`src/shared/pss_params.svh`:
```
// Purpose: constants for the phy status summary upper half
// Assumes: 5-bit management register addresses, 16-bit data
// Notes: definitions only
`ifndef PSS_PARAMS_SVH
`define PSS_PARAMS_SVH

// ----------------------------------------------------------------------
// management register addresses
// ----------------------------------------------------------------------
`define PSS_ADDR_SUMMARY 5'h10
`define PSS_ADDR_BASIC_STATUS 5'h01
`define PSS_ADDR_NEG_EXPANSION 5'h06
`define PSS_ADDR_INT_STATUS 5'h12
`define PSS_ADDR_FALSE_CARRIER_CNT 5'h14
`define PSS_ADDR_RX_ERROR_CNT 5'h15

// ----------------------------------------------------------------------
// summary register field positions
// ----------------------------------------------------------------------
`define PSS_BIT_RESERVED 15
`define PSS_BIT_CROSSOVER 14
`define PSS_BIT_RX_ERROR 13
`define PSS_BIT_POLARITY 12
`define PSS_BIT_FALSE_CARRIER 11
`define PSS_BIT_SIGNAL_DETECT 10
`define PSS_BIT_DESCRAMBLER_LOCK 9
`define PSS_BIT_PAGE_RECEIVED 8
`define PSS_BIT_INT_PENDING 7
`define PSS_BIT_REMOTE_FAULT 6

// ----------------------------------------------------------------------
// reset values
// ----------------------------------------------------------------------
`define PSS_RESET_FLAG 1'h0
`define PSS_RESET_DATA 16'h0000

`endif

```
`src/shared/pss_pkg.sv`:
```
// Purpose: types for the phy status summary upper half
// Assumes: constants live in pss_params.svh
// Notes: the state struct holds every flop of the block except summary_out
package pss_pkg;

   // ----------------------------------------------------------------------
   // live inputs from the port's status sources
   // ----------------------------------------------------------------------
   typedef struct packed {
      logic auto_crossover_enable;
      logic force_crossover;
      logic crossover_swapped;
      logic rx_error_event;
      logic polarity_inverted;
      logic false_carrier_event;
      logic raw_signal_detect;
      logic descrambler_lock;
      logic signal_detect_qualify;
      logic page_received_event;
      logic interrupt_event;
      logic remote_fault_event;
   } pss_source_type;

   // ----------------------------------------------------------------------
   // block state
   // ----------------------------------------------------------------------
   typedef struct packed {
      logic crossover;
      logic rx_error;
      logic polarity;
      logic false_carrier;
      logic signal_detect;
      logic descrambler_lock;
      logic page_received;
      logic int_pending;
      logic remote_fault;
      logic [15:0] rd_data;
   } pss_state_type;

endpackage

```
`src/hdl/pss_summary.sv`:
```
// Purpose: upper half (bits 15..6) of the phy status summary register
// Assumes: reads arrive as one-cycle strobes from the management front end
// Notes: bits 5..0 belong elsewhere and read here as zero
//
// Operation
// - bit 15 ignores writes and always reads zero.
// - bit 14 follows crossover enable/force; live when enabled and not forced.
// - bit 14 is one for swapped pairs, zero for normal pairs.
// - bit 13 latches any receive error until receive error counter read.
// - receive error latch clears on counter read, not on summary read.
// - bit 12 copies source polarity bit; cleared only by its own source.
// - bit 11 latches any false carrier until false carrier counter read.
// - false carrier latch clears on reading the false carrier counter.
// - bit 10 latch-low qualified detect: raw detect AND lock when qualify set.
// - with qualify clear, bit 10 follows raw signal detect.
// - bit 9 reports descrambler lock as a latch-low flag.
// - bit 8 mirrors page received; summary read does not clear it.
// - page received mirror clears on negotiation expansion register read.
// - bit 7 shows a pending interrupt, source in interrupt status register.
// - reading interrupt status register clears the pending interrupt.
// - bit 6 sets when partner signals remote fault via negotiation.
// - remote fault clears only on basic status read or reset.

`include "pss_params.svh"

module pss_summary (
   input wire logic clk_in,
   input wire logic reset_in,
   input wire logic rd_strobe_in,
   input wire logic [4:0] rd_addr_in,
   input wire logic wr_strobe_in,
   input wire logic [15:0] wr_data_in,
   input wire pss_pkg::pss_source_type source_in,
   output logic [15:0] rd_data_out,
   output logic [15:0] summary_out
);

   // ----------------------------------------------------------------------
   // state
   // ----------------------------------------------------------------------
   pss_pkg::pss_state_type state;
   pss_pkg::pss_state_type next_state;
   logic [15:0] summary_word;
   logic [15:0] next_summary;
   logic qualified_detect;
   logic read_summary;
   logic read_rx_count;
   logic read_fc_count;
   logic read_expansion;
   logic read_int_status;
   logic read_basic;
   logic write_unused;

   // ----------------------------------------------------------------------
   // read decode
   // ----------------------------------------------------------------------
   // a read of another register reaches here as a clear side effect and loads zero read data
   assign read_summary = rd_strobe_in && (rd_addr_in == `PSS_ADDR_SUMMARY);
   assign read_rx_count = rd_strobe_in && (rd_addr_in == `PSS_ADDR_RX_ERROR_CNT);
   assign read_fc_count = rd_strobe_in && (rd_addr_in == `PSS_ADDR_FALSE_CARRIER_CNT);
   assign read_expansion = rd_strobe_in && (rd_addr_in == `PSS_ADDR_NEG_EXPANSION);
   assign read_int_status = rd_strobe_in && (rd_addr_in == `PSS_ADDR_INT_STATUS);
   assign read_basic = rd_strobe_in && (rd_addr_in == `PSS_ADDR_BASIC_STATUS);
   // the whole register is read only, so writes change nothing
   assign write_unused = wr_strobe_in && (|wr_data_in);

   // qualification switch sits in front of the latch-low flag
   assign qualified_detect = source_in.signal_detect_qualify ?
      (source_in.raw_signal_detect && source_in.descrambler_lock) :
      source_in.raw_signal_detect;

   // ----------------------------------------------------------------------
   // next state
   // ----------------------------------------------------------------------
   always_comb begin
      next_state = state;
      // force wins over the algorithm; disabled means normal pairs
      if (source_in.force_crossover) begin
         next_state.crossover = 1'h1;
      end else if (source_in.auto_crossover_enable) begin
         next_state.crossover = source_in.crossover_swapped;
      end else begin
         next_state.crossover = 1'h0;
      end
      // latch-high events: a set in the clearing cycle survives
      if (read_rx_count) begin
         next_state.rx_error = 1'h0;
      end
      if (source_in.rx_error_event) begin
         next_state.rx_error = 1'h1;
      end
      if (read_fc_count) begin
         next_state.false_carrier = 1'h0;
      end
      if (source_in.false_carrier_event) begin
         next_state.false_carrier = 1'h1;
      end
      // the polarity source does its own clearing on its own read
      next_state.polarity = source_in.polarity_inverted;
      // latch-low: a summary read reloads the live level, otherwise a drop sticks
      if (read_summary) begin
         next_state.signal_detect = qualified_detect;
         next_state.descrambler_lock = source_in.descrambler_lock;
      end else begin
         next_state.signal_detect = state.signal_detect && qualified_detect;
         next_state.descrambler_lock = state.descrambler_lock &&
            source_in.descrambler_lock;
      end
      // a drop in the very read cycle still reads low next time
      if (read_summary && !qualified_detect) begin
         next_state.signal_detect = 1'h0;
      end
      if (read_expansion) begin
         next_state.page_received = 1'h0;
      end
      if (source_in.page_received_event) begin
         next_state.page_received = 1'h1;
      end
      if (read_int_status) begin
         next_state.int_pending = 1'h0;
      end
      if (source_in.interrupt_event) begin
         next_state.int_pending = 1'h1;
      end
      if (read_basic) begin
         next_state.remote_fault = 1'h0;
      end
      if (source_in.remote_fault_event) begin
         next_state.remote_fault = 1'h1;
      end
      // read data is the value before this read's side effects
      if (rd_strobe_in) begin
         next_state.rd_data = read_summary ? summary_word : `PSS_RESET_DATA;
      end
   end

   // ----------------------------------------------------------------------
   // register image
   // ----------------------------------------------------------------------
   always_comb begin
      summary_word = `PSS_RESET_DATA;
      summary_word[`PSS_BIT_RESERVED] = 1'h0;
      summary_word[`PSS_BIT_CROSSOVER] = state.crossover;
      summary_word[`PSS_BIT_RX_ERROR] = state.rx_error;
      summary_word[`PSS_BIT_POLARITY] = state.polarity;
      summary_word[`PSS_BIT_FALSE_CARRIER] = state.false_carrier;
      summary_word[`PSS_BIT_SIGNAL_DETECT] = state.signal_detect;
      summary_word[`PSS_BIT_DESCRAMBLER_LOCK] = state.descrambler_lock;
      summary_word[`PSS_BIT_PAGE_RECEIVED] = state.page_received;
      summary_word[`PSS_BIT_INT_PENDING] = state.int_pending;
      summary_word[`PSS_BIT_REMOTE_FAULT] = state.remote_fault;
   end

   always_comb begin
      next_summary = `PSS_RESET_DATA;
      next_summary[`PSS_BIT_CROSSOVER] = next_state.crossover;
      next_summary[`PSS_BIT_RX_ERROR] = next_state.rx_error;
      next_summary[`PSS_BIT_POLARITY] = next_state.polarity;
      next_summary[`PSS_BIT_FALSE_CARRIER] = next_state.false_carrier;
      next_summary[`PSS_BIT_SIGNAL_DETECT] = next_state.signal_detect;
      next_summary[`PSS_BIT_DESCRAMBLER_LOCK] = next_state.descrambler_lock;
      next_summary[`PSS_BIT_PAGE_RECEIVED] = next_state.page_received;
      next_summary[`PSS_BIT_INT_PENDING] = next_state.int_pending;
      next_summary[`PSS_BIT_REMOTE_FAULT] = next_state.remote_fault;
   end

   // ----------------------------------------------------------------------
   // flops
   // ----------------------------------------------------------------------
   always_ff @(posedge clk_in or posedge reset_in) begin
      if (reset_in) begin
         state <= '0;
         summary_out <= `PSS_RESET_DATA;
      end else begin
         state <= next_state;
         summary_out <= next_summary;
      end
   end

   assign rd_data_out = state.rd_data;
endmodule

```
`config.mk`:
```
export PLATFORM = sky130hd
export DESIGN_NAME = pss_summary
export DESIGN_NICKNAME = d
export VERILOG_FILES = /design/src/shared/pss_pkg.sv /design/src/hdl/pss_summary.sv
export VERILOG_INCLUDE_DIRS = /design/src /design/src/shared
export SDC_FILE = /design/constraint.sdc
export NUM_CORES = 1
export LEC_CHECK = 0
export BUFFER_PORTS_ARGS = -buffer_cell sky130_fd_sc_hd__buf_4
export CAP_MARGIN = 20
export CORE_MARGIN = 3
export CORE_UTILIZATION = 36
export CTS_CLUSTER_SIZE = 28
export DETAILED_ROUTE_END_ITERATION = 16
export PLACE_DENSITY_LB_ADDON = 0.05
export SYNTH_ARGS = -nofsm -noshare
export SYNTH_HDL_FRONTEND = slang
export SYNTH_SLANG_ARGS = --single-unit
```
`constraint.sdc`:
```
create_clock -name clk_in -period 0.8 [get_ports clk_in]
set_clock_uncertainty 0.05 [all_clocks]
set_input_delay 0.24 -clock clk_in [delete_from_list [all_inputs] [get_ports clk_in]]
set_output_delay 0.24 -clock clk_in [all_outputs]
set_load 0.005 [all_outputs]
```
==> run summary, run 1 <==
Drt pass-1 iters -> 2
Outcome -> finished with violations
Hold crit path type -> in2reg
Multiplexer share of the synthesized area -> 0%
Synth async-reset ratio -> 100%
RD Place Congestion -> 0.683
Final count of negative-setup-slack endpoints -> 34
Via density per instance -> 4.52
XOR/XNOR Fraction of Synth Area -> 0%
Final HPWL DP -> 1360 um
Compound-Gate Fraction of Synth Area -> 18.0%
Initial DRC count -> 4
Seq/Total Area, Yosys -> 56.7%
CP Max Fanout -> 2
Synth Area per Inst -> 12.2 um2
Net Sw Power -> 396 uW
Top Ports -> 69
Layout cells sized above 1 -> 55.6%
Yosys cell types -> 18
Simple-Gate Fraction of Synth Area -> 9.61%
Number of fill cells -> 161
Worst-Skew Late Latency -> 0.28 ns
CP cell instances -> buf_6
Initial Util -> 39.3%
CP Launch Type -> flop
Dpl cell area -> 1160 um2
Grt ovf -> 0
Max IR drop VDD -> 700 uV
Post-synth EDFFs -> 0
CTS tree -> built
Failing checks -> setup timing
Max_cap viols -> 0
#FFs+latches synth -> 18
Die X -> 53.0 um
First-pass GRT wire length -> 3210 um
Die H -> 53.0 um
Final Hold Fails -> 0
Switching fraction of total power -> 22.3%
Final Worst Setup Slack -> -0.319 ns
Synth Flop Type -> dfrtp_1
Data arrival, critical path -> 0.83 ns
Core Area -> 2020 um2
Clk slew on worst S/H paths -> 0.10 ns
Sequential cell fraction of total power -> 52.9%
WL/cell -> 12.1 um
Cell area after synthesis -> 795 um2
GRT Total Usage -> 15.7%
RSZ-0062 raised after global routing -> true
Leading cell types in the layout, fill and taps excluded -> buf_4, buf_6, dfrtp_1
Nets -> 173
CP max stage delay -> 0.42 ns
Initial antenna violation count -> 0
Wirelength, routed -> 1970 um
Int Power -> 1.38 mW
Pwr Density -> 1220 nW/um2
TritonCTS Buffers -> 3
Site row count -> 16
Fmax -> 894 MHz
Worst path bufs/invs -> 1
Slowest CP cell -> dfrtp_1
Number of global-route vias before repair -> 743
Synth warnings -> 0
Final Cycle Share -> 140%
Die area -> 2810 um2
# placed instances -> 138
Req. time, crit path -> 0.51 ns
Leakage -> 0.741 nW
Total design power -> 1.77 mW
CTS Buffer Depth -> 2
Crit. End Element -> output port
Clock power share -> 31.1%
Residual DRC -> 0
Layout area overhead -> 83.3%
H-tree Lvls -> 1
Post-DRT Antenna Nets -> 0
Post-Syn Instances -> 65
Crit-path leading delay family -> flip-flops
Via Count -> 732
Setup WS pre-CTS -> -0.522 ns
Post-route minimum period -> 1.12 ns
Gate power share -> 16.0%
Root Driver -> clkbuf_4
Clock Sinks -> 18
Buffers on Ports -> 37
WS Path Type -> reg2out
Largest family of logic cells by synthesized area -> compound AO/OA/AOI/OAI gates
Commonest non-fill, non-tap cell in the layout -> buf_4
Finished Layout Cells -> 162
Adder-Cell Fraction of Synth Area -> 0%
Largest net degree at the start of global routing -> 19
Finished Cell Area -> 1460 um2
Fin. max-slew vios -> 0
N_diodes -> 0
==> cell usage after synthesis (2+ instances only) <==
cell | instances | area (um2)
dfrtp_1 | 18 | 450
buf_4 | 14 | 105
a22o_1 | 9 | 78.8
a21o_1 | 6 | 45.0
inv_1 | 2 | 7.51
nand3_1 | 2 | 10.0
nand4b_1 | 2 | 17.5
nor2_1 | 2 | 7.51
==> kinds of logic after synthesis <==
kind of cell    count (synthesis)
flops                          18
buf+inv                        18
compound gates                 17
simple gates                   11
other cells                     1
==> timing repair <==
| action | 4_1_cts | 5_1_grt |
|---|---|---|
| hold buffers | 1 | 1 |
| setup endpoints to repair | 33 | 34 |
| gates cloned | 1 | 0 |
| pin swaps | 5 | 9 |
| resized for setup | 22 | 6 |
| hold endpoints to repair | 18 | 1 |
| setup buffers | 14 | 9 |
==> stage by stage <==
| stage | hold WS (ns) | TNS, ns | utilization [%] |
|---|---|---|---|
| floorplan | 0.129 | -3.28 | - |
| global placement | 0.220 | -6.56 | 57.5 |
| detailed placement | 0.230 | -6.97 | 57.5 |
| CTS | 0.000412 | -7.36 | 69.3 |
| global route | 0.0563 | -8.82 | 72.0 |
| finish | 0.0685 | -7.45 | 72.0 |
==> routing by layer <==
| layer | track usage (%) | vias to the layer above | share of wire (%) |
|---|---|---|---|
| met5 | 0 | - | 0 |
| met4 | 8.51 | 0 | 1.2 |
| met3 | 2.54 | 2 | 7.4 |
| met2 | 27.9 | 32 | 51 |
| met1 | 17.7 | 354 | 40 |
| li1 | - | 344 | - |
==> area by class of cell <==
class                      count  area, um2  area share [%]
inverter                       3       11.3           0.773
multi-input combinational     42        303            20.8
sequential                    18        450            30.9
timing repair buffer          68        622            42.7
clock buffer                   4       36.3            2.49
tap                           27       33.8            2.32
==> sequential cells by signal, summed over array words and instances (netlist names) <==
name	count
summary_out	9
rd_data_out	9
==> power by group through the flow <==
| stage | sequential (mW) | clock [mW] | combinational (mW) |
|---|---|---|---|
| 6_report | 0.939 | 0.551 | 0.283 |
| 5_1_grt | 0.941 | 0.615 | 0.311 |
| 4_1_cts | 0.938 | 0.559 | 0.277 |
| 3_5_place_dp | 0.955 | 0 | 0.239 |
| 3_3_place_gp | 0.955 | 0 | 0.237 |
| 2_1_floorplan | 0.955 | 0 | 0.115 |
==> path summary, 6_finish.rpt <==
kind | from | end | slack (ns) | cells past startpoint
max | summary_out[13] | summary_out[13] | -0.32 | 1
min | source_in[2] | summary_out[8] | 0.07 | 2
max reg2reg | summary_out[6] | rd_data_out[6] | -0.16 | 3
min reg2reg | summary_out[12] | rd_data_out[12] | 0.48 | 1
max in group asynchronous | reset_in | summary_out[10] | 0.10 | 4
min in group asynchronous | reset_in | summary_out[14] | 0.47 | 4
Note: power is estimated with default switching activity, not from simulation.
==> inputs of run 2 (changes only) <==
==> constraint.sdc (replaced) <==
create_clock -name clk_in -period 0.8 [get_ports clk_in]
set_clock_uncertainty 0.05 [all_clocks]
set_input_delay 0.04 -clock clk_in [delete_from_list [all_inputs] [get_ports clk_in]]
set_output_delay 0.04 -clock clk_in [all_outputs]
set_load 0.005 [all_outputs]
==> run summary, run 2 (synthesis results as in run 1) <==
Outcome -> finished with violations
Failing checks -> setup timing
GRT Total Usage -> 15.8%
Worst path bufs/invs -> 1
WS Path Type -> reg2out
Final Worst Setup Slack -> -0.119 ns
Leading cell types in the layout, fill and taps excluded -> buf_4, buf_6, dfrtp_1
Final HPWL DP -> 1240 um
Post-route minimum period -> 0.919 ns
CP Launch Type -> flop
Final Cycle Share -> 115%
Layout cells sized above 1 -> 47.8%
Max_cap viols -> 0
Via density per instance -> 4.41
RSZ-0062 raised after global routing -> true
Final Hold Fails -> 0
Hold crit path type -> in2reg
Wirelength, routed -> 1940 um
Clk slew on worst S/H paths -> 0.10 ns
Max IR drop VDD -> 816 uV
CTS tree -> built
Number of fill cells -> 151
Req. time, crit path -> 0.71 ns
Worst-Skew Late Latency -> 0.28 ns
Die X -> 53.0 um
H-tree Lvls -> 1
WL/cell -> 11.8 um
Sum Neg Setup Slack -> -2.68 ns
Fmax -> 1090 MHz
Leakage -> 0.750 nW
Crit. End Element -> output port
Residual DRC -> 0
Core Area -> 2020 um2
Post-DRT Antenna Nets -> 0
CTS Buffer Depth -> 2
CP Max Fanout -> 2
Worst Min Path Start -> rd_addr_in[2]
Initial antenna violation count -> 0
Drt pass-1 iters -> 4
Largest net degree at the start of global routing -> 19
First-pass GRT wire length -> 3130 um
Hold path cells -> 3
TritonCTS Buffers -> 3
Buffers on Ports -> 37
Worst r2r src -> rd_data_out[6]
Setup WS pre-CTS -> -0.313 ns
RD Place Congestion -> 0.694
Data arrival, critical path -> 0.83 ns
R2r worst-path depth -> 2
# placed instances -> 135
Hold endpoint -> summary_out[7]
Die H -> 53.0 um
Initial DRC count -> 8
Die area -> 2810 um2
FF-to-FF setup slack -> -0.09 ns
Initial Util -> 39.3%
Number of global-route vias before repair -> 717
Layout area overhead -> 88.3%
Clock Sinks -> 18
Fin. max-slew vios -> 0
Top Ports -> 69
Worst R2R End -> rd_data_out[6]
CP cell instances -> buf_6
Root Driver -> clkbuf_4
Pwr Density -> 1190 nW/um2
CP max stage delay -> 0.42 ns
Slowest CP cell -> dfrtp_1
Crit-path leading delay family -> flip-flops
N_diodes -> 0
Nets -> 176
Site row count -> 16
Via Count -> 728
Hold slack final -> 0.0315 ns
Finished Layout Cells -> 165
Final count of negative-setup-slack endpoints -> 33
Grt ovf -> 0
## run 2: cell types whose count changed in the layout (fill, tap and decap cells not counted)
cell,before,now
buf_12,1,0
buf_2,0,1
buf_4,40,29
buf_6,25,29
dlygate4sd3_1,2,12
nand3_1,1,2
nand3_2,1,0
nor3b_1,0,1
nor3b_4,1,0
o221a_2,1,0
o221a_4,0,1
## run 2: cell type report
| type | count | area [um2] | share of cell area (%) |
|---|---|---|---|
| flip-flops and latches | 18 | 450 | 30.1 |
| repair buffers | 71 | 669 | 44.7 |
| clock buffers | 4 | 36.3 | 2.42 |
| inverters | 3 | 11.3 | 0.753 |
| multi-input cells | 42 | 295 | 19.7 |
| well taps | 27 | 33.8 | 2.26 |
## run 2: worst max-delay path by stage
stage,start,endpoint,slack (ns),cells past startpoint
after floorplan,rd_addr_in[3],summary_out[7],-0.16,3
after global placement,rd_addr_in[3],summary_out[7],-0.30,4
after detailed placement,rd_addr_in[3],summary_out[10],-0.31,6
after CTS,rd_data_out[7],rd_data_out[7],-0.12,1
after global routing,summary_out[8],summary_out[8],-0.17,1
final,summary_out[8],summary_out[8],-0.12,1
## run 2: timing repair
item                                    in CTS  in global routing
resized for setup                           17                 15
pin swaps                                    2                  7
hold buffers                                12                  0
endpoints found under the setup margin      19                 34
setup buffers                               12                  1
hold endpoints to repair                    27                  0
cloned                                       0                  1
## run 2: per-stage QoR
step	util, %	cell area [um2]	power [mW]
5_1_grt	74.0	1500	1.89
3_5_place_dp	55.0	1110	1.17
3_3_place_gp	55.0	1110	1.16
2_1_floorplan	-	843	1.07
4_1_cts	70.3	1420	1.79
6_report	74.0	1500	1.78
## run 2: power by group
part,switching [mW],internal [mW]
clock,0.261,0.277
sequential,0.0136,0.926
combinational,0.111,0.188
## run 2: per-layer routing
metal	track usage, %	part of all wire [%]	wire (um)
met2	27.1	52	1010
met5	0	0	0
met3	3.94	9.0	174
met1	18.1	38	744
met4	7.66	0.51	10
